==> src/include/irw_pkg.sv <==
// constants for the infrared remote command word encoder
// assumes one clock, mclk, which stands in for the transmitter oscillator
//
// Summary of operation
// - each word is a gain-setting burst, then a start bit, then exactly six data bits with the channel code.
// - the six data bits carry the channel number 0 to 62 as plain binary.
// - the all-ones channel code is reserved and is never transmitted.
// - the carrier is the oscillator clock divided by sixteen.
// - one bit lasts thirty-two carrier cycles, that is 512 oscillator cycles.
// - the emitter duty cycle stays near 0.03 percent through the spacing between repeated words.
// - the burst lasts 256 oscillator cycles and the start bit begins one bit period after it.
// - a data one has carrier right after the bit boundary, a zero has none there.
// - while a key stays pressed the same word is resent every 90 ms.
// - on key release one word with channel 62 is sent to mark end of transmission.
package irw_pkg;
  localparam int CODE_W = 6;
  localparam logic [5:0] CODE_RSVD = 6'h3f;
  localparam logic [5:0] CODE_EOT = 6'h3e;
  localparam int WORD_BITS = 7;
  localparam int CAR_DIV = 16;
  localparam int CAR_W = 4;
  localparam int BIT_CYC = 512;
  localparam int HALF_CYC = BIT_CYC / 2;
  localparam int BURST_CYC = 256;
  localparam int SEG_W = 9;
  localparam int FIFO_DEPTH = 8;
  localparam int CLK_HZ = 40_000_000;
  localparam int REPEAT_MS = 90;
  localparam int REPEAT_CYC = (CLK_HZ / 1000) * REPEAT_MS;
  localparam int REP_W = 22;

  typedef enum logic [4:0] {
    ST_IDLE = 5'h01,
    ST_BURST = 5'h02,
    ST_GAP = 5'h04,
    ST_BITS = 5'h08,
    ST_HOLD = 5'h10
  } irw_state_t;
endpackage

==> src/hdl/irw_encoder.sv <==
// infrared remote command word encoder: burst, start bit, six biphase data bits, repeat and end marker
// assumes channel codes arrive with valid/ready and key_held is high while the key stays down
`timescale 1ns/1ps
module irw_encoder import irw_pkg::*; #(
  parameter int REPEAT_CYCLES = REPEAT_CYC
) (
  // clock and reset
  input wire logic mclk,
  input wire logic sys_rst,
  // key events
  input wire logic key_valid,
  output logic key_ready,
  input wire logic [CODE_W-1:0] key_code,
  input wire logic key_held,
  // emitter drive and status
  output logic ir_drive,
  output logic tx_busy,
  output logic word_done,
  output logic code_dropped
);
  irw_state_t state_r;
  irw_state_t state_nxt;
  logic [SEG_W-1:0] seg_cnt_r;
  logic [REP_W-1:0] rep_cnt_r;
  logic [CAR_W-1:0] car_cnt_r;
  logic [2:0] bit_idx_r;
  logic [WORD_BITS-1:0] shift_r;
  logic [CODE_W-1:0] code_r;
  logic eot_r;
  logic fifo_valid;
  logic fifo_pop;
  logic fifo_ready;
  logic [CODE_W-1:0] fifo_code;
  logic seg_end;
  logic rep_end;
  logic start_new;
  logic resend;
  logic send_eot;
  logic env;

  irw_fifo #(
    .WIDTH(CODE_W),
    .DEPTH(FIFO_DEPTH)
  ) u_fifo (
    .mclk(mclk),
    .sys_rst(sys_rst),
    .in_valid(key_valid),
    .in_ready(fifo_ready),
    .in_data(key_code),
    .out_valid(fifo_valid),
    .out_ready(fifo_pop),
    .out_data(fifo_code)
  );

  assign key_ready = fifo_ready;

  // a code is taken from the fifo only while idle, so a held key stalls later codes
  assign fifo_pop = (state_r == ST_IDLE) && fifo_valid;
  assign start_new = fifo_pop && (fifo_code != CODE_RSVD);
  assign rep_end = (rep_cnt_r == REP_W'(REPEAT_CYCLES - 1));
  assign resend = (state_r == ST_HOLD) && rep_end && !eot_r && key_held;
  assign send_eot = (state_r == ST_HOLD) && rep_end && !eot_r && !key_held;

  always_comb begin
    unique case (state_r)
      ST_BURST: seg_end = (seg_cnt_r == SEG_W'(BURST_CYC - 1));
      ST_GAP, ST_BITS: seg_end = (seg_cnt_r == SEG_W'(BIT_CYC - 1));
      default: seg_end = 1'b0;
    endcase
  end

  // word sequencing
  always_comb begin
    state_nxt = state_r;
    unique case (state_r)
      ST_IDLE: begin
        if (start_new) begin
          state_nxt = ST_BURST;
        end
      end
      ST_BURST: begin
        if (seg_end) begin
          state_nxt = ST_GAP;
        end
      end
      ST_GAP: begin
        if (seg_end) begin
          state_nxt = ST_BITS;
        end
      end
      ST_BITS: begin
        if (seg_end && bit_idx_r == 3'(WORD_BITS - 1)) begin
          state_nxt = ST_HOLD;
        end
      end
      ST_HOLD: begin
        // the word slot is the whole repeat interval, which keeps the emitter near 0.03 percent duty
        if (rep_end) begin
          state_nxt = eot_r ? ST_IDLE : ST_BURST;
        end
      end
    endcase
  end

  always_ff @(posedge mclk or posedge sys_rst) begin
    if (sys_rst) begin
      state_r <= ST_IDLE;
    end else begin
      state_r <= state_nxt;
    end
  end

  // position inside the current segment
  always_ff @(posedge mclk or posedge sys_rst) begin
    if (sys_rst) begin
      seg_cnt_r <= '0;
    end else if (state_nxt != state_r || seg_end || state_r == ST_IDLE || state_r == ST_HOLD) begin
      seg_cnt_r <= '0;
    end else begin
      seg_cnt_r <= seg_cnt_r + 1'b1;
    end
  end

  // repeat interval, measured from the start of each burst
  always_ff @(posedge mclk or posedge sys_rst) begin
    if (sys_rst) begin
      rep_cnt_r <= '0;
    end else if (state_nxt == ST_BURST && state_r != ST_BURST) begin
      rep_cnt_r <= '0;
    end else if (state_r != ST_IDLE && !rep_end) begin
      rep_cnt_r <= rep_cnt_r + 1'b1;
    end
  end

  // code held for repeats, end marker after release
  always_ff @(posedge mclk or posedge sys_rst) begin
    if (sys_rst) begin
      code_r <= '0;
      eot_r <= 1'b0;
    end else if (start_new) begin
      code_r <= fifo_code;
      eot_r <= 1'b0;
    end else if (send_eot) begin
      code_r <= CODE_EOT;
      eot_r <= 1'b1;
    end
  end

  // start bit then data msb first; the start bit is always a one
  always_ff @(posedge mclk or posedge sys_rst) begin
    if (sys_rst) begin
      shift_r <= '0;
      bit_idx_r <= '0;
    end else if (start_new) begin
      shift_r <= {1'b1, fifo_code};
      bit_idx_r <= '0;
    end else if (resend) begin
      shift_r <= {1'b1, code_r};
      bit_idx_r <= '0;
    end else if (send_eot) begin
      shift_r <= {1'b1, CODE_EOT};
      bit_idx_r <= '0;
    end else if (state_r == ST_BITS && seg_end) begin
      shift_r <= {shift_r[WORD_BITS-2:0], 1'b0};
      bit_idx_r <= bit_idx_r + 1'b1;
    end
  end

  // carrier divider restarts with every word so each burst opens with a full carrier cycle
  always_ff @(posedge mclk or posedge sys_rst) begin
    if (sys_rst) begin
      car_cnt_r <= '0;
    end else if (state_r == ST_IDLE || state_r == ST_HOLD) begin
      car_cnt_r <= '0;
    end else begin
      car_cnt_r <= car_cnt_r + 1'b1;
    end
  end

  // envelope: burst on, gap off, biphase carrier in the first half for a one, second half for a zero
  always_comb begin
    unique case (state_r)
      ST_BURST: env = 1'b1;
      ST_BITS: env = shift_r[WORD_BITS-1] ? (seg_cnt_r < SEG_W'(HALF_CYC)) : (seg_cnt_r >= SEG_W'(HALF_CYC));
      default: env = 1'b0;
    endcase
  end

  always_ff @(posedge mclk or posedge sys_rst) begin
    if (sys_rst) begin
      ir_drive <= 1'b0;
    end else begin
      ir_drive <= env && !car_cnt_r[CAR_W-1];
    end
  end

  // status outputs
  always_ff @(posedge mclk or posedge sys_rst) begin
    if (sys_rst) begin
      tx_busy <= 1'b0;
      word_done <= 1'b0;
      code_dropped <= 1'b0;
    end else begin
      tx_busy <= (state_nxt != ST_IDLE);
      word_done <= (state_r == ST_BITS) && (state_nxt == ST_HOLD);
      code_dropped <= fifo_pop && (fifo_code == CODE_RSVD);
    end
  end
endmodule // irw_encoder

==> src/hdl/irw_fifo.sv <==
// small synchronous fifo holding channel codes ahead of the encoder
// assumes one clock and an asynchronous active high reset
`timescale 1ns/1ps
module irw_fifo import irw_pkg::*; #(
  parameter int WIDTH = CODE_W,
  parameter int DEPTH = FIFO_DEPTH
) (
  // clock and reset
  input wire logic mclk,
  input wire logic sys_rst,
  // filling side
  input wire logic in_valid,
  output logic in_ready,
  input wire logic [WIDTH-1:0] in_data,
  // draining side
  output logic out_valid,
  input wire logic out_ready,
  output logic [WIDTH-1:0] out_data
);
  localparam int AW = $clog2(DEPTH);
  logic [WIDTH-1:0] mem [DEPTH];
  logic [AW-1:0] wr_ptr_r;
  logic [AW-1:0] rd_ptr_r;
  logic [AW:0] count_r;
  logic push;
  logic pop;

  assign push = in_valid && in_ready;
  assign pop = out_valid && out_ready;
  assign out_data = mem[rd_ptr_r];

  always_ff @(posedge mclk) begin
    if (push) begin
      mem[wr_ptr_r] <= in_data;
    end
  end

  always_ff @(posedge mclk or posedge sys_rst) begin
    if (sys_rst) begin
      wr_ptr_r <= '0;
      rd_ptr_r <= '0;
    end else begin
      if (push) begin
        wr_ptr_r <= (wr_ptr_r == AW'(DEPTH - 1)) ? '0 : wr_ptr_r + 1'b1;
      end
      if (pop) begin
        rd_ptr_r <= (rd_ptr_r == AW'(DEPTH - 1)) ? '0 : rd_ptr_r + 1'b1;
      end
    end
  end

  // ready and valid are registered so the top can drive key_ready straight from a flop
  always_ff @(posedge mclk or posedge sys_rst) begin
    if (sys_rst) begin
      count_r <= '0;
      in_ready <= 1'b0;
      out_valid <= 1'b0;
    end else begin
      unique case ({push, pop})
        2'b10: begin
          count_r <= count_r + 1'b1;
          in_ready <= (count_r != (AW+1)'(DEPTH - 1));
          out_valid <= 1'b1;
        end
        2'b01: begin
          count_r <= count_r - 1'b1;
          in_ready <= 1'b1;
          out_valid <= (count_r != (AW+1)'(1));
        end
        default: begin
          in_ready <= (count_r != (AW+1)'(DEPTH));
          out_valid <= (count_r != '0);
        end
      endcase
    end
  end
endmodule // irw_fifo

==> config.mk <==
export PLATFORM = sky130hd
export DESIGN_NAME = irw_encoder
export DESIGN_NICKNAME = d
export VERILOG_FILES = /design/src/include/irw_pkg.sv /design/src/hdl/irw_encoder.sv /design/src/hdl/irw_fifo.sv
export SDC_FILE = /design/constraint.sdc
export NUM_CORES = 1
export LEC_CHECK = 0
export ABC_CLOCK_PERIOD_IN_PS = 3300
export BUFFER_PORTS_ARGS = -buffer_cell sky130_fd_sc_hd__buf_4
export CAP_MARGIN = 20
export CORE_ASPECT_RATIO = 1.2
export CORE_MARGIN = 4
export CORE_UTILIZATION = 58
export DETAILED_ROUTE_END_ITERATION = 8
export GPL_ROUTABILITY_DRIVEN = 1
export HOLD_SLACK_MARGIN = 0.12
export PLACE_DENSITY_LB_ADDON = 0.08
export SYNTH_ARGS = -nofsm -noshare
export SYNTH_HDL_FRONTEND = slang
export SYNTH_SLANG_ARGS = --single-unit
==> constraint.sdc <==
create_clock -name mclk -period 3.3 [get_ports mclk]
set_input_delay 0.165 -clock mclk [delete_from_list [all_inputs] [get_ports mclk]]
set_output_delay 0.165 -clock mclk [all_outputs]
set_load 0.02 [all_outputs]
---- Word-level counts from Yosys, hierarchy flattened ----
Memory sizes are Yosys's and may differ from the RTL's.
Index checks and enable logic that the tools add are counted.
word-level totals
  register bits ........................... 73
  bits in writable memories ............... 48
  input bits .............................. 10
  memories ................................ 1
operators by class
  $add $sub $neg .......................... 8
  $lt $le $gt $ge ......................... 2
  eq/ne operators ......................... 24
  multiplexer cells ....................... 33
  reduce and logical (&&, ||, !) cells .... 29
memories
  name        words  bits a word  rd ports  clocked after memory_dff  wr ports  line            RTL
  u_fifo.mem  8      6            1         0                         1         irw_fifo.sv:21  logic [WIDTH-1:0] mem [DEPTH];
operator list
  operator                                                                  number
  22-bit two-way mux                                                        2
  7-bit two-way mux                                                         4
  5-bit two-way mux                                                         5
  5-bit case mux with 5 select lines                                        1
  22-bit by 1-bit adder with 22-bit output (second input constant)          1
  22-bit equality test (second input constant)                              1
  3-bit two-way mux                                                         6
  1-bit logical AND                                                         15
  6-bit two-way mux                                                         2
  5-bit by 2-bit equality test with 1-bit output (second input constant)    2
  5-bit equality test (second input constant)                               2
  5-bit by 1-bit inequality test with 1-bit output (second input constant)  2
  3-bit by 1-bit adder with 3-bit output (second input constant)            3
  9-bit by 1-bit adder with 9-bit output (second input constant)            1
  3-bit equality test (second input constant)                               3
  9-bit by 8-bit equality test with 1-bit output (second input constant)    1
  9-bit equality test (second input constant)                               1
  9-bit >= comparator (second input constant)                               1
  9-bit < comparator (second input constant)                                1
  9-bit two-way mux                                                         1
  4-bit by 1-bit adder with 4-bit output (second input constant)            2
  1-bit case mux with 2 select lines                                        4
  4-bit case mux with 2 select lines                                        1
  4-bit nonzero test                                                        2
  20 further kinds                                                          32

---- Longest topological paths before layout ----
Gate-level depths: netlist of run 1.
  depth in word-level cells ............... 11
  gate-level depth with buffers ........... 11

---- Cells and area by module ----
A second synthesis of run 1 with hierarchy kept.
second synthesis, totals
  cell total of the unflattened synthesis .. 470
  area, all modules ....................... 5677.9 um2
modules (own cells, without submodules)
  module       times used  cells an instance  area an instance (um2)  sequential area each (um2)
  irw_encoder  1           331                3106.7                  1527.7
  irw_fifo     1           139                2571.2                  1741.7

---- Worst setup path after synthesis of run 1 ----
OpenSTA, ideal clock, no wires.
  path kind ............................... register to register
  start point ............................. reg state_r[4]
  end point ............................... reg bit_idx_r[1]
  library setup time ...................... 138 ps
  arrival ................................. 2711 ps
  required time ........................... 3162 ps
  path slack .............................. 451 ps
  stages on the path, launching flop included .. 11
  path buffers ............................ 3
  clock period less this slack ............ 2849 ps
  path through ............................ dfrtp_1 > clkbuf_1 > or4b_1 > a2bb2oi_1 > or4_1 > a32o_1 > or3_1 > buf_2 > nor3_4 > buf_6 > a211oi_1
between the ends
  longest elaborated chain between the ends .. 7
  elaborated cells between the ends (all ways) .. 18
  classes of those cells .................. eq/ne (5); mux (4); reduce/logical (9)
ends and longest elaborated chain
  item                             line                                  RTL
  start, declared                  irw_encoder.sv:21                     irw_state_t state_r;
  start signal, assigned           irw_encoder.sv:109                    state_r <= state_nxt;
  5-bit equality test              irw_encoder.sv:61, irw_encoder.sv:62
  1-bit logical AND (2 in series)  irw_encoder.sv:61, irw_encoder.sv:62
  1-bit logical AND                irw_encoder.sv:62                     assign send_eot = (state_r == ST_HOLD) && rep_end && !eot_r && !key_held;
  3-bit two-way mux                irw_encoder.sv:160                    end else if (send_eot) begin
  3-bit two-way mux                irw_encoder.sv:157                    end else if (resend) begin
  3-bit two-way mux                irw_encoder.sv:154                    end else if (start_new) begin
  end signal, assigned             irw_encoder.sv:165                    bit_idx_r <= bit_idx_r + 1'b1;
  end, declared                    irw_encoder.sv:26                     logic [2:0] bit_idx_r;
Parallel ways exist; a longest one is shown, timed or not.
A chain may end at the register's enable or synchronous reset.

---- Final worst setup path of run 1 ----
  start point ............................. reg state_r[1]
  end point ............................... reg shift_r[0]
between the ends
  longest elaborated chain between the ends .. 7
  elaborated cells between the ends (all ways) .. 18
  classes of those cells .................. eq/ne (5); mux (4); reduce/logical (9)
ends and longest elaborated chain
  item                             line                                  RTL
  5-bit equality test              irw_encoder.sv:61, irw_encoder.sv:62
  1-bit logical AND (2 in series)  irw_encoder.sv:61, irw_encoder.sv:62
  1-bit logical AND                irw_encoder.sv:62
  7-bit two-way mux                irw_encoder.sv:160
  7-bit two-way mux                irw_encoder.sv:157
  7-bit two-way mux                irw_encoder.sv:154
  end signal, assigned             irw_encoder.sv:155                    shift_r <= {1'b1, fifo_code};
  end signal, assigned             irw_encoder.sv:158                    shift_r <= {1'b1, code_r};
  end signal, assigned             irw_encoder.sv:161                    shift_r <= {1'b1, CODE_EOT};
  end, declared                    irw_encoder.sv:27                     logic [WORD_BITS-1:0] shift_r;
Parallel ways exist; a longest one is shown, timed or not.

==> results of run 1 <==
[logic make-up (layout without fill, tap and decap cells)]
| group | Yosys count | count (layout) | share of synthesized area |
|---|---|---|---|
| and+or+nand+nor | 190 | 190 | 0.170 |
| DFF | 121 | 121 | 0.585 |
| AOI/OAI and AO/OA | 48 | 48 | 0.0616 |
| xor gates and xnor gates | 38 | 38 | 0.0596 |
| buffers and inverters | 31 | 74 | 0.0267 |
| muxes | 21 | 21 | 0.0652 |
| adders and majority gates | 14 | 14 | 0.0314 |
[worst min-delay path, cell delays in order]
cell	delay, ns
sky130_fd_sc_hd__dlygate4sd3_1	0.54
sky130_fd_sc_hd__buf_4	0.13
sky130_fd_sc_hd__inv_2	0.34
[registers in the layout (all words and copies together), names as in the netlist, 3 cells and up]
signal	count
code_r	6
u_fifo.mem	48
u_fifo.rd_ptr_r	3
u_fifo.wr_ptr_r	3
car_cnt_r	4
shift_r	7
state_r	5
rep_cnt_r	22
u_fifo.count_r	4
seg_cnt_r	9
bit_idx_r	3
[cell usage after synthesis (all sizes together) (9+ instances only)]
cell / number / share of area
o21a: 12 / 0.016
edfxtp: 48 / 0.26
nor3: 14 / 0.015
nand4: 9 / 0.010
inv: 13 / 0.0087
dfrtp: 72 / 0.32
nor2: 58 / 0.039
xnor2: 15 / 0.024
nand3: 16 / 0.014
xor2: 23 / 0.036
nand2: 47 / 0.032
clkbuf: 10 / 0.0067
ha: 14 / 0.031
mux4: 12 / 0.048
[power groups by stage]
stage	clock (W)	sequential [W]	combinational, W
after floorplan	0	0.00181	0.000240
after global placement	0	0.00182	0.000323
after detailed placement	0	0.00183	0.000339
after CTS	0.00179	0.00181	0.000349
after global routing	0.00187	0.00182	0.000392
final	0.00177	0.00180	0.000339
[metal layers]
metal,track usage,part of all wire
met1,0.250,0.41
met2,0.378,0.54
met3,0.0446,0.029
met4,0.0822,0.019
met5,0,0
[layout make-up]
cell class	count	area, sq um
inverters	14	52.6
repair buffers	28	243
flip-flops and latches	121	3270
clock buffers	24	480
multi-input cells	311	2170
clock inverters	8	93.8
fillers	660	2760
well taps	120	150
[per-stage QoR]
stage | total power, W | cell area (sq um) | setup WS (ns)
floorplan | 0.00205 | 5590 | 0.451
global placement | 0.00214 | 5810 | 0.327
detailed placement | 0.00217 | 5810 | 0.230
CTS | 0.00395 | 6460 | 0.211
global route | 0.00409 | 6460 | 0.0498
finish | 0.00391 | 6460 | 0.168
[path summary, 6_finish.rpt]
kind	from	endpoint	slack, ns	cells past startpoint
max	state_r[1]	shift_r[0]	0.17	8
min	sys_rst	u_fifo.count_r[0]	0.23	3
max reg2reg	state_r[1]	shift_r[0]	0.17	8
min reg2reg	car_cnt_r[0]	car_cnt_r[0]	0.46	1
max in group asynchronous	sys_rst	state_r[0]	2.26	4
min in group mclk	key_valid	u_fifo.wr_ptr_r[0]	0.25	3
[placed cells by master (no fill, tap or decap), drive strengths merged, types with 3 or more instances in the layout]
cell and n:
a21o 3, a21oi 3, and2 3, and3 7, buf 20, clkbuf 24
clkinv 5, dfrtp 72, dlygate4sd3 8, edfxtp 48, ha 14, inv 14
mux2 3, mux2i 6, mux4 12, nand2 47, nand2b 3, nand3 16
nand3b 3, nand4 9, nor2 58, nor3 14, nor4 3, o21a 12
o21ai 8, o2bb2ai 5, o31ai 5, or3 6, or4 4, or4b 3
xnor2 15, xor2 23
==> impl.org, run 1 <==
** Global route
- Number of antenna violations at the first check in global routing :: 0
- Across every metal layer, demand over resource in global routing totals 0.211.
- First-pass GRT wire length :: about 19000 um
- Pin count of the biggest net entering global routing :: 33
- Number of global-route vias before repair :: ~3.8k
- For this run the aggregate overflow at the end of global routing stands at 0.

** Logic synthesis
- The synthesized design contains 121 register bits.
- The number of nets handed over by synthesis was around 490.
- Cell count after synthesis :: 463
- The share of the Yosys chip area taken by registers is 0.585.
- Average footprint of a synthesized cell :: between 10 and 15 sq um
- The synthesized design contains 48 enable-type register cells.
- Share of synthesized flip-flops with an asynchronous set or reset :: 0.603
- Cell area after synthesis :: roughly 5600 sq um
- Unique masters post-synth :: 55
- For this run, the leading register cell type out of synthesis is sky130_fd_sc_hd__dfrtp_1.
- The Yosys step of the flow raised 0 warnings.

** Routing
- Count of nets left with antenna violations after detail routing :: 0
- Post-route DRC violation count :: 0
- Vias :: around 3.6k
- Summed over all layers, the routed wires come to between 10000 and 15000 um.
- Per-cell routed wire length :: 17.1 um
- The detailed router finished its first iteration with 182 violations.
- Vias per std cell :: between 5 and 6
- The pre-antenna-repair detailed-routing pass consisted of 4 iterations.

** Setup path
- Startpoint type of the worst setup path :: register
- STA puts the critical path data arrival time at around 3.5 ns.
- Slowest cell delay on critical path :: 0.58 ns
- Grouping stages by cell kind, the critical path spends the most delay in simple AND/OR/NAND/NOR gates.
- Critical path buffer and inverter count :: 1
- In this run the worst path has a maximum fanout of 32.
- Start-to-end type of the worst setup path :: register to register
- Required time of the critical path :: ~3.7 ns
- The critical path goes through or4b_1, a2bb2oi_1, nor2_1, mux2_2, or3_1, nor3_4, buf_12, o21ai_0.
- Max stage delay cell, worst path :: sky130_fd_sc_hd__or4b_1
- Type of destination of the critical path :: register

** STA
- Worst slew pin tran :: about 1.1 ns
- In this run the tightest slew margin relative to its limit is 0.293.
- Max Fclk :: about 0.32 GHz
- Hold slack :: ~0.23 ns
- The number of slew-limit violations in the final report came to 0.
- Total count of hold-check failures in the final report :: 0
- Minimum period implied by the final worst setup slack :: ~3.1 ns
- Between clock sinks in the finished design, the worst skew comes to between 0.01 and 0.015 ns.
- Setup repair after global routing missed its margin :: false
- Setup violations remaining at the end of the flow were counted as 0.
- Summed over all failing endpoints, the final setup total negative slack is 0 ns.
- Fraction of the cycle the final worst path needs :: 0.949

** Clock network
- In this run the number of H-tree levels came out at 4.
- Worst-Skew Late Latency :: approximately 0.51 ns
- Post-CTS Resized :: 0
- No sink is reached through more buffers than the 2 on the longest clock path.
- Post-CTS setup buffers :: 0
- Clock-pin slew reported for the worst setup and hold paths after clock tree synthesis :: about 0.050 ns
- Number of clock sinks :: approximately 120
- Root buffer cell :: sky130_fd_sc_hd__clkbuf_8
- TritonCTS buffer count :: 17
- TritonCTS clock tree :: done
- Post-cts hold buffer count :: 8

** Cells and area
- Util after Layout :: 0.701
- Area growth from synthesis to final layout :: 15.7%
- Of the cells placed in the final design, the portion with a size suffix greater than 1 is 0.144.
- 0 antenna diodes ended up in the layout.
- After the last flow step, the layout net total stands at roughly 520.
- The finished layout holds 626 standard cells, fillers aside.

** Floorplan
- The die covers 11300 sq um.
- The die is roughly 120 um tall.
- Initial core utilization :: 0.606
- After floorplanning, the core was divided into 38 placement rows.
- Chip width :: ~100 um
- Top-level I/O count :: 15
- Placeable core region :: approximately 9200 sq um

** Status
- The run finished with clean final reports.

** Power
- Relative contribution of the clock network to total power :: 0.452
- Leakage power :: between 2 and 3 nW
- Combinational share of power :: 0.087
- The analysis attributes to net switching a power of about 0.0009 W.
- For this design the ratio of total power to cell area is approximately 610 nW/um^2.
- Sequential share of power :: 0.461
- Switching Fraction :: 0.231
- The internal portion of the total power is about 0.0030 W.
- Max IR drop VDD :: 0.499 mV

** Flow run
- The tool flagged a number of max-cap violations equal to 0.

** Placement
- PortBufs :: 14
- Estimated wirelength of the detail-placed design :: around 7300 um
- At the end of routability-driven placement, the weighted congestion stood at ~0.84.
- Once placement completed, the tool counted placed cells totaling 586.

** Worst hold path
- Class of the worst hold path :: input pin to async pin
Power figures use the tool's default switching activity.
==> inputs of run 2 (changes only) <==
==> constraint.sdc (replaced) <==
create_clock -name mclk -period 3.3 [get_ports mclk]
set_input_delay 0.33 -clock mclk [delete_from_list [all_inputs] [get_ports mclk]]
set_output_delay 0.33 -clock mclk [all_outputs]
set_load 0.02 [all_outputs]
==> run 2 against run 1 <==
Clock power up 16%. First-iteration DRC count down 0.55%. Combinational power up 5%. Non-clock buffer count up 2. Count of clock-buffer cells in the layout down 7. Maximum frequency up 3.5%. Flip-flop and latch count unchanged. Critical endpoint unchanged.
==> impl.org, run 2 (synthesis results as in run 1) <==
** Placement
- Routability congestion estimate :: 0.843 (-0.27%)
- Estimated wirelength of the detail-placed design :: 7010 um (-4.0%)
- The number of I/O port buffers is 14 (unchanged).

** STA
- Total count of hold-check failures in the final report :: 0 (unchanged)
- The maximum achievable frequency is 0.330 GHz (+3.5%).
- Fin. max-slew vios :: 0 (unchanged)
- The setup total negative slack is 0 ns (unchanged).
- The worst hold slack was 0.150 ns (-0.0823 ns).
- Worst slew pin tran :: 0.850 ns (-0.202 ns)
- Fraction of the cycle the final worst path needs :: 0.917 (-0.0322)
- The worst clock skew is 0.00639 ns (-0.00372 ns).
- Relative max-transition margin :: 0.428 (+0.136)
- The final-report setup violation count came to 0 (unchanged).
- Setup repair after global routing missed its margin :: false
- The final critical path time including I/O delays and setup was 3.03 ns (-0.106 ns).

** Power
- The share of total power in sequential cells was 0.428 (-0.033).
- The static leakage is 2.68 nW (+1.7%).
- The internal power contribution is 0.00325 W (+8.0%).
- Switching Fraction :: 0.228 (-0.00291)
- Relative contribution of the clock network to total power :: 0.487 (+0.035)
- Max IR drop VDD :: 0.647 mV (+30%)
- The proportion of power drawn by combinational gates came to 0.085 (-0.002).
- Cell area power density :: 641 nW/um^2 (+6.0%)
- Switching power total :: 0.000959 W (+6.3%)

** Flow run
- Maximum Capacitance Violations :: 0 (unchanged)

** Worst hold path
- In this run the most critical hold path is launched from key_held.
- Counting instances, the worst hold path has a depth of 3.
- Class of the worst hold path :: input pin to register
- The worst hold path terminates at eot_r.

** Clock network
- Post-cts hold buffer count :: 7 (-1)
- Number of H-tree branching levels :: 4 (unchanged)
- TritonCTS clock tree :: done
- Post-CTS setup buffers :: 0 (unchanged)
- The clock transition at the registers of the reported paths is 0.06 ns (about the same).
- Root buffer cell :: sky130_fd_sc_hd__clkbuf_8
- TritonCTS buffer count :: 17 (unchanged)
- Maximum buffer depth of the clock tree :: 2 (unchanged)
- The worst-skew pair later-pin latency came to 0.52 ns (about the same).
- The post-cts repair resize count came to 0 (unchanged).
- The clock sink count was 121 (unchanged).

** Cells and area
- The multi-input combinational cell area is 2170 sq um (unchanged).
- Filler Cell Count :: 647 (-2.0%)
- Most frequent standard cell in the layout excluding fill and tap cells :: sky130_fd_sc_hd__dfrtp_1
- From synthesis to final layout, the design area changed by 17.5%.
- Largest register FFs :: 48 (unchanged)
- Largest registers ranked by flip-flop count :: u_fifo.mem x48, rep_cnt_r x22, seg_cnt_r x9
- Post-layout nets :: 519 (+0.39%)
- Register cell area after layout :: 3270 sq um (unchanged)
- Antenna Diode Count :: 0 (unchanged)
- Ranked by flip-flop count, first place goes to u_fifo.mem.
- The share of layout cells above drive strength 1 was 0.156 (+0.0112).
- The library cells used most frequently in the layout, excluding fill and tap cells, are 72 x sky130_fd_sc_hd__dfrtp_1, 58 x sky130_fd_sc_hd__nor2_1, 48 x sky130_fd_sc_hd__edfxtp_1, 47 x sky130_fd_sc_hd__nand2_1, 23 x sky130_fd_sc_hd__xor2_1.

** Setup path
- In this run the critical register-to-register path is launched from rep_cnt_r[7].
- Required time of the critical path :: 3.69 ns (about the same)
- The endpoint identified for the worst register-to-register timing path is shift_r[0].
- The critical-path maximum fanout is 32 (unchanged).
- Flop-to-flop setup slack :: 0.27 ns (+0.11 ns)
- R2r worst-path depth :: 8 (unchanged)
- Start-to-end type of the worst setup path :: register to register
- The worst setup path is launched from a register.
- The worst setup path is captured at a register.
- Worst path arrival time :: 3.42 ns (-0.09 ns)

** Floorplan
- Top-level I/O count :: 15 (unchanged)
- The row count came to 38 (unchanged).
- Placeable core region :: 9220 sq um (unchanged)
- The die boundary height was 116 um (unchanged).
- The horizontal die dimension came to 97.6 um (unchanged).
- Initial core utilization :: 0.606 (unchanged)
- Die area :: 11300 sq um (unchanged)

** Global route
- Number of global-route vias before repair :: 3703 (-2.4%)
- The number of antenna violations at the first check in global routing is 0 (unchanged).
- Remaining global-route overflow :: 0 (unchanged)
- GRT Util Overall :: 0.203 (-0.00727)
- First-pass GRT wire length :: 17800 um (-4.1%)
- The pin count of the biggest net entering global routing came to 50 (+52%).

** Routing
- The DRC violations left was 0 (unchanged).
- Per-cell routed wire length :: 16.7 um (-2.2%)
- The via count normalized by instance count is 5.64 (-1.6%).
- Count of nets left with antenna violations after detail routing :: 0 (unchanged)
- Wire length after detailed routing :: 10500 um (-1.9%)
- The detailed router's first-iteration violation count came to 181 (-0.55%).
- Vias :: 3543 (-1.3%)
- Pre-Repair DR Iteration Count :: 4 (unchanged)

** Status
- The run finished with clean final reports.
## run 2: worst max path at each step
stage / startpoint / endpoint
after global routing: rep_cnt_r[7] / shift_r[0]
after floorplan: state_r[4] / bit_idx_r[1]
final: rep_cnt_r[7] / shift_r[0]
after CTS: rep_cnt_r[7] / shift_r[0]
after global placement: rep_cnt_r[7] / shift_r[0]
after detailed placement: rep_cnt_r[7] / shift_r[0]
## run 2: metal layers
layer / GRT usage / vias to the layer above / routed length, um
met4: 0.103 / 0 / 269
met5: 0 / - / 0
met3: 0.0530 / 23 / 293
met1: 0.235 / 1732 / 4440
met2: 0.353 / 49 / 5470
li1: - / 1739 / -
## run 2: final cells by class
class / count / share of cell area
inverters: 14 / 0.00801
repair buffers: 30 / 0.0389
well taps: 120 / 0.0229
multi-input cells: 311 / 0.331
clock buffers: 17 / 0.0631
clock inverters: 15 / 0.0379
flip-flops and latches: 121 / 0.498
## run 2: per-stage QoR
step,total power [W],cells,instance area (sq um),util,worst slack (ns)
6_report,0.00421,628,6560,0.712,0.274
5_1_grt,0.00438,628,6560,0.712,0.157
4_1_cts,0.00425,628,6560,0.712,0.283
3_5_place_dp,0.00218,589,5830,0.632,0.303
3_3_place_gp,0.00216,589,5830,0.632,0.352
2_1_floorplan,0.00205,463,5590,-,0.451
## run 2: power groups by stage
stage | registers [W] | clock network, W | logic [W]
2_1_floorplan | 0.00181 | 0 | 0.000240
3_5_place_dp | 0.00183 | 0 | 0.000350
3_3_place_gp | 0.00182 | 0 | 0.000335
4_1_cts | 0.00180 | 0.00209 | 0.000364
5_1_grt | 0.00182 | 0.00217 | 0.000401
6_report | 0.00180 | 0.00205 | 0.000356
## run 2: worst max-delay path, cell delays in order (launching register included)
cell,delay [ns]
sky130_fd_sc_hd__dfrtp_1,0.43
sky130_fd_sc_hd__or4bb_1,0.50
sky130_fd_sc_hd__or4_1,0.56
sky130_fd_sc_hd__o21bai_1,0.21
sky130_fd_sc_hd__a31oi_1,0.13
sky130_fd_sc_hd__or3_1,0.52
sky130_fd_sc_hd__nor3_4,0.24
sky130_fd_sc_hd__buf_12,0.20
sky130_fd_sc_hd__o21ai_0,0.10
==> inputs of run 3 (changes only) <==
CTS_BUF_LIST = sky130_fd_sc_hd__clkbuf_16   (was not set)
GPL_ROUTABILITY_DRIVEN = 0   (was 1)
PLACE_DENSITY = 0.85   (was not set)
PLACE_DENSITY_LB_ADDON = not set   (was 0.08)
==> run 3 against run 2 <==
Sequential power about the same. Setup slack worse by 0.12 ns. Register-to-register slack worse by 0.12 ns. Clock skew up 0.0012 ns. Maximum frequency down 3.9%. Clock power down 11%. Non-clock buffer count down 6. Wire length up 6.1%. First-iteration DRC count up 4.4%. Critical endpoint unchanged. Largest cell class unchanged.
==> impl.org, run 3 (synthesis results as in run 1) <==
** Global route
- The total global routing overflow was 0 (unchanged).
- First-pass GRT wire length :: 19000 um (+6.3%)
- The number of global-route vias before repair is 3895 (+5.2%).
- GRT Util Overall :: 0.216 (+0.0127)
- Number of antenna violations at the first check in global routing :: 0 (unchanged)
- The pin count of the biggest net entering global routing is 41 (-18%).

** Floorplan
- The row count came to 38 (unchanged).
- Die Y-Extent :: 116 um (unchanged)
- Placeable core region :: 9220 sq um (unchanged)
- Initial core utilization :: 0.606 (unchanged)
- Die area :: 11300 sq um (unchanged)
- The horizontal die dimension came to 97.6 um (unchanged).
- The I/O pin count is 15 (unchanged).

** Setup path
- In this run the critical register-to-register path is launched from rep_cnt_r[7].
- The critical-path maximum fanout came to 32 (unchanged).
- STA classifies the critical path startpoint as a register.
- Worst path arrival time :: 3.42 ns (about the same)
- STA classifies the critical path endpoint as a register.
- Start-to-end type of the worst setup path :: register to register
- The required time of the critical path came to 3.57 ns (-0.12 ns).
- Launching instance or port of the critical path :: rep_cnt_r[7]

** Clock network
- The number of H-tree branching levels was 4 (unchanged).
- Number of clock sinks :: 121 (unchanged)
- The total of hold buffers inserted after clock tree synthesis is 0 (-7).
- Post-CTS Resized :: 0 (unchanged)
- TritonCTS buffer count :: 17 (unchanged)
- Post-CTS setup buffers :: 0 (unchanged)
- The cell sitting at the root of the clock tree is a sky130_fd_sc_hd__clkbuf_16.
- Maximum buffer depth of the clock tree :: 2 (unchanged)
- Worst-Skew Late Latency :: 0.41 ns (-0.11 ns)
- TritonCTS clock tree :: done
- Clock-pin slew reported for the worst setup and hold paths after clock tree synthesis :: 0.05 ns (about the same)

** Cells and area
- Multi-input combinational cell area :: 2170 sq um (-0.29%)
- Register cell area after layout :: 3270 sq um (unchanged)
- Filler Cell Count :: 639 (-1.2%)
- Ratio of cells with drive above 1 in the final layout :: 0.156 (+0.000177)
- Area growth from synthesis to final layout :: 14.6%
- Antenna Diode Count :: 0 (unchanged)
- Top reg by flops :: u_fifo.mem
- Leaving out fill and tap cells, the most frequent cell in the layout is sky130_fd_sc_hd__dfrtp_1.
- Largest registers ranked by flip-flop count :: u_fifo.mem x48, rep_cnt_r x22, seg_cnt_r x9
- The number of flip-flops in the largest register was 48 (unchanged).
- Highest-count cells in the layout ignoring fill and taps :: 72 x sky130_fd_sc_hd__dfrtp_1, 58 x sky130_fd_sc_hd__nor2_1, 48 x sky130_fd_sc_hd__edfxtp_1, 47 x sky130_fd_sc_hd__nand2_1, 23 x sky130_fd_sc_hd__xor2_1
- The net count reported at finish came to 513 (-1.2%).

** STA
- The number of hold violations in the final report was 0 (unchanged).
- Setup total negative slack :: 0 ns (unchanged)
- Minimum period implied by the final worst setup slack :: 3.15 ns (+0.122 ns)
- Setup repair after global routing left no endpoint under its margin.
- Fin. max-slew vios :: 0 (unchanged)
- Worst slew pin tran :: 1.01 ns (+0.163 ns)
- Setup violations, final :: 0 (unchanged)
- The worst hold slack came to 0.107 ns (-0.0433 ns).
- Fraction of the cycle the final worst path needs :: 0.954 (+0.0371)
- Relative max-transition margin :: 0.319 (-0.109)
- The maximum achievable frequency came to 0.318 GHz (-3.9%).
- Clock Skew :: 0.00758 ns (+0.00119 ns)

** Routing
- Post-route DRC violation count :: 0 (unchanged)
- The via count normalized by instance count was 5.91 (+4.8%).
- The number of antenna-violating nets in the routed design is 0 (unchanged).
- Per-cell routed wire length :: 17.9 um (+7.3%)
- The total iterations of the first detailed-routing run came to 4 (unchanged).
- Wire length after detailed routing :: 11100 um (+6.1%)
- The number of vias in the routed layout came to 3673 (+3.7%).
- The detailed router's first-iteration violation count is 189 (+4.4%).

** Power
- The post-layout total power is 0.00399 W (-5.3%).
- The peak ir drop on the vdd network was 0.441 mV (-32%).
- The power density over cell area was 623 nW/um^2 (-2.9%).
- Leakage power :: 2.62 nW (-2.2%)

** Worst hold path
- Class of the worst hold path :: input pin to async pin

** Placement
- PortBufs :: 14 (unchanged)
- Estimated wirelength of the detail-placed design :: 7240 um (+3.4%)

** Status
- Result of the run :: finished, final reports clean

** Flow run
- Maximum Capacitance Violations :: 0 (unchanged)
==> run 3: through the flow <==
step	setup WS (ns)	instances	cell area (sq um)	utilization
CTS	0.159	619	6390	0.693
detailed placement	0.216	588	5800	0.629
global route	0.0164	621	6400	0.694
finish	0.151	621	6400	0.694
floorplan	0.451	463	5590	-
global placement	0.272	588	5800	0.629
==> run 3: critical path: stages (launching register included) <==
cell,delay [ns]
sky130_fd_sc_hd__dfrtp_1,0.44
sky130_fd_sc_hd__or4bb_1,0.51
sky130_fd_sc_hd__or4_1,0.55
sky130_fd_sc_hd__o21bai_1,0.16
sky130_fd_sc_hd__a31oi_1,0.13
sky130_fd_sc_hd__or3_1,0.52
sky130_fd_sc_hd__nor3_4,0.19
sky130_fd_sc_hd__buf_4,0.33
sky130_fd_sc_hd__o21ai_0,0.16
==> run 3: final timing paths <==
path	cells past startpoint	endpoint	slack, ns
max in group asynchronous	3	state_r[0]	2.38
setup reg to reg	8	shift_r[0]	0.15
setup / recovery	8	shift_r[0]	0.15
min in group mclk	1	u_fifo.mem[0][0]	0.15
hold reg to reg	1	car_cnt_r[0]	0.47
hold / removal	2	rep_cnt_r[18]	0.11
==> run 3: report_power, final <==
group	internal, W	switching [W]
sequential	0.00171	0.0000929
combinational	0.000151	0.000206
clock	0.00112	0.000699
==> run 3: routing by layer <==
metal  track usage  up-vias  share of wire
met3        0.0536       21          0.033
li1              -     1718              -
met4        0.0813        0          0.016
met1         0.249     1852           0.40
met5             0        -              0
met2         0.393       82           0.56
==> run 3: cell type report <==
class                           instances  share of cell area
Inverter                               14             0.00821
Clock buffer                           17              0.0664
Multi-Input combinational cell        311               0.338
Sequential cell                       121               0.511
Timing Repair Buffer                   24              0.0274
Tap cell                              120              0.0235
Clock inverter                         14              0.0254
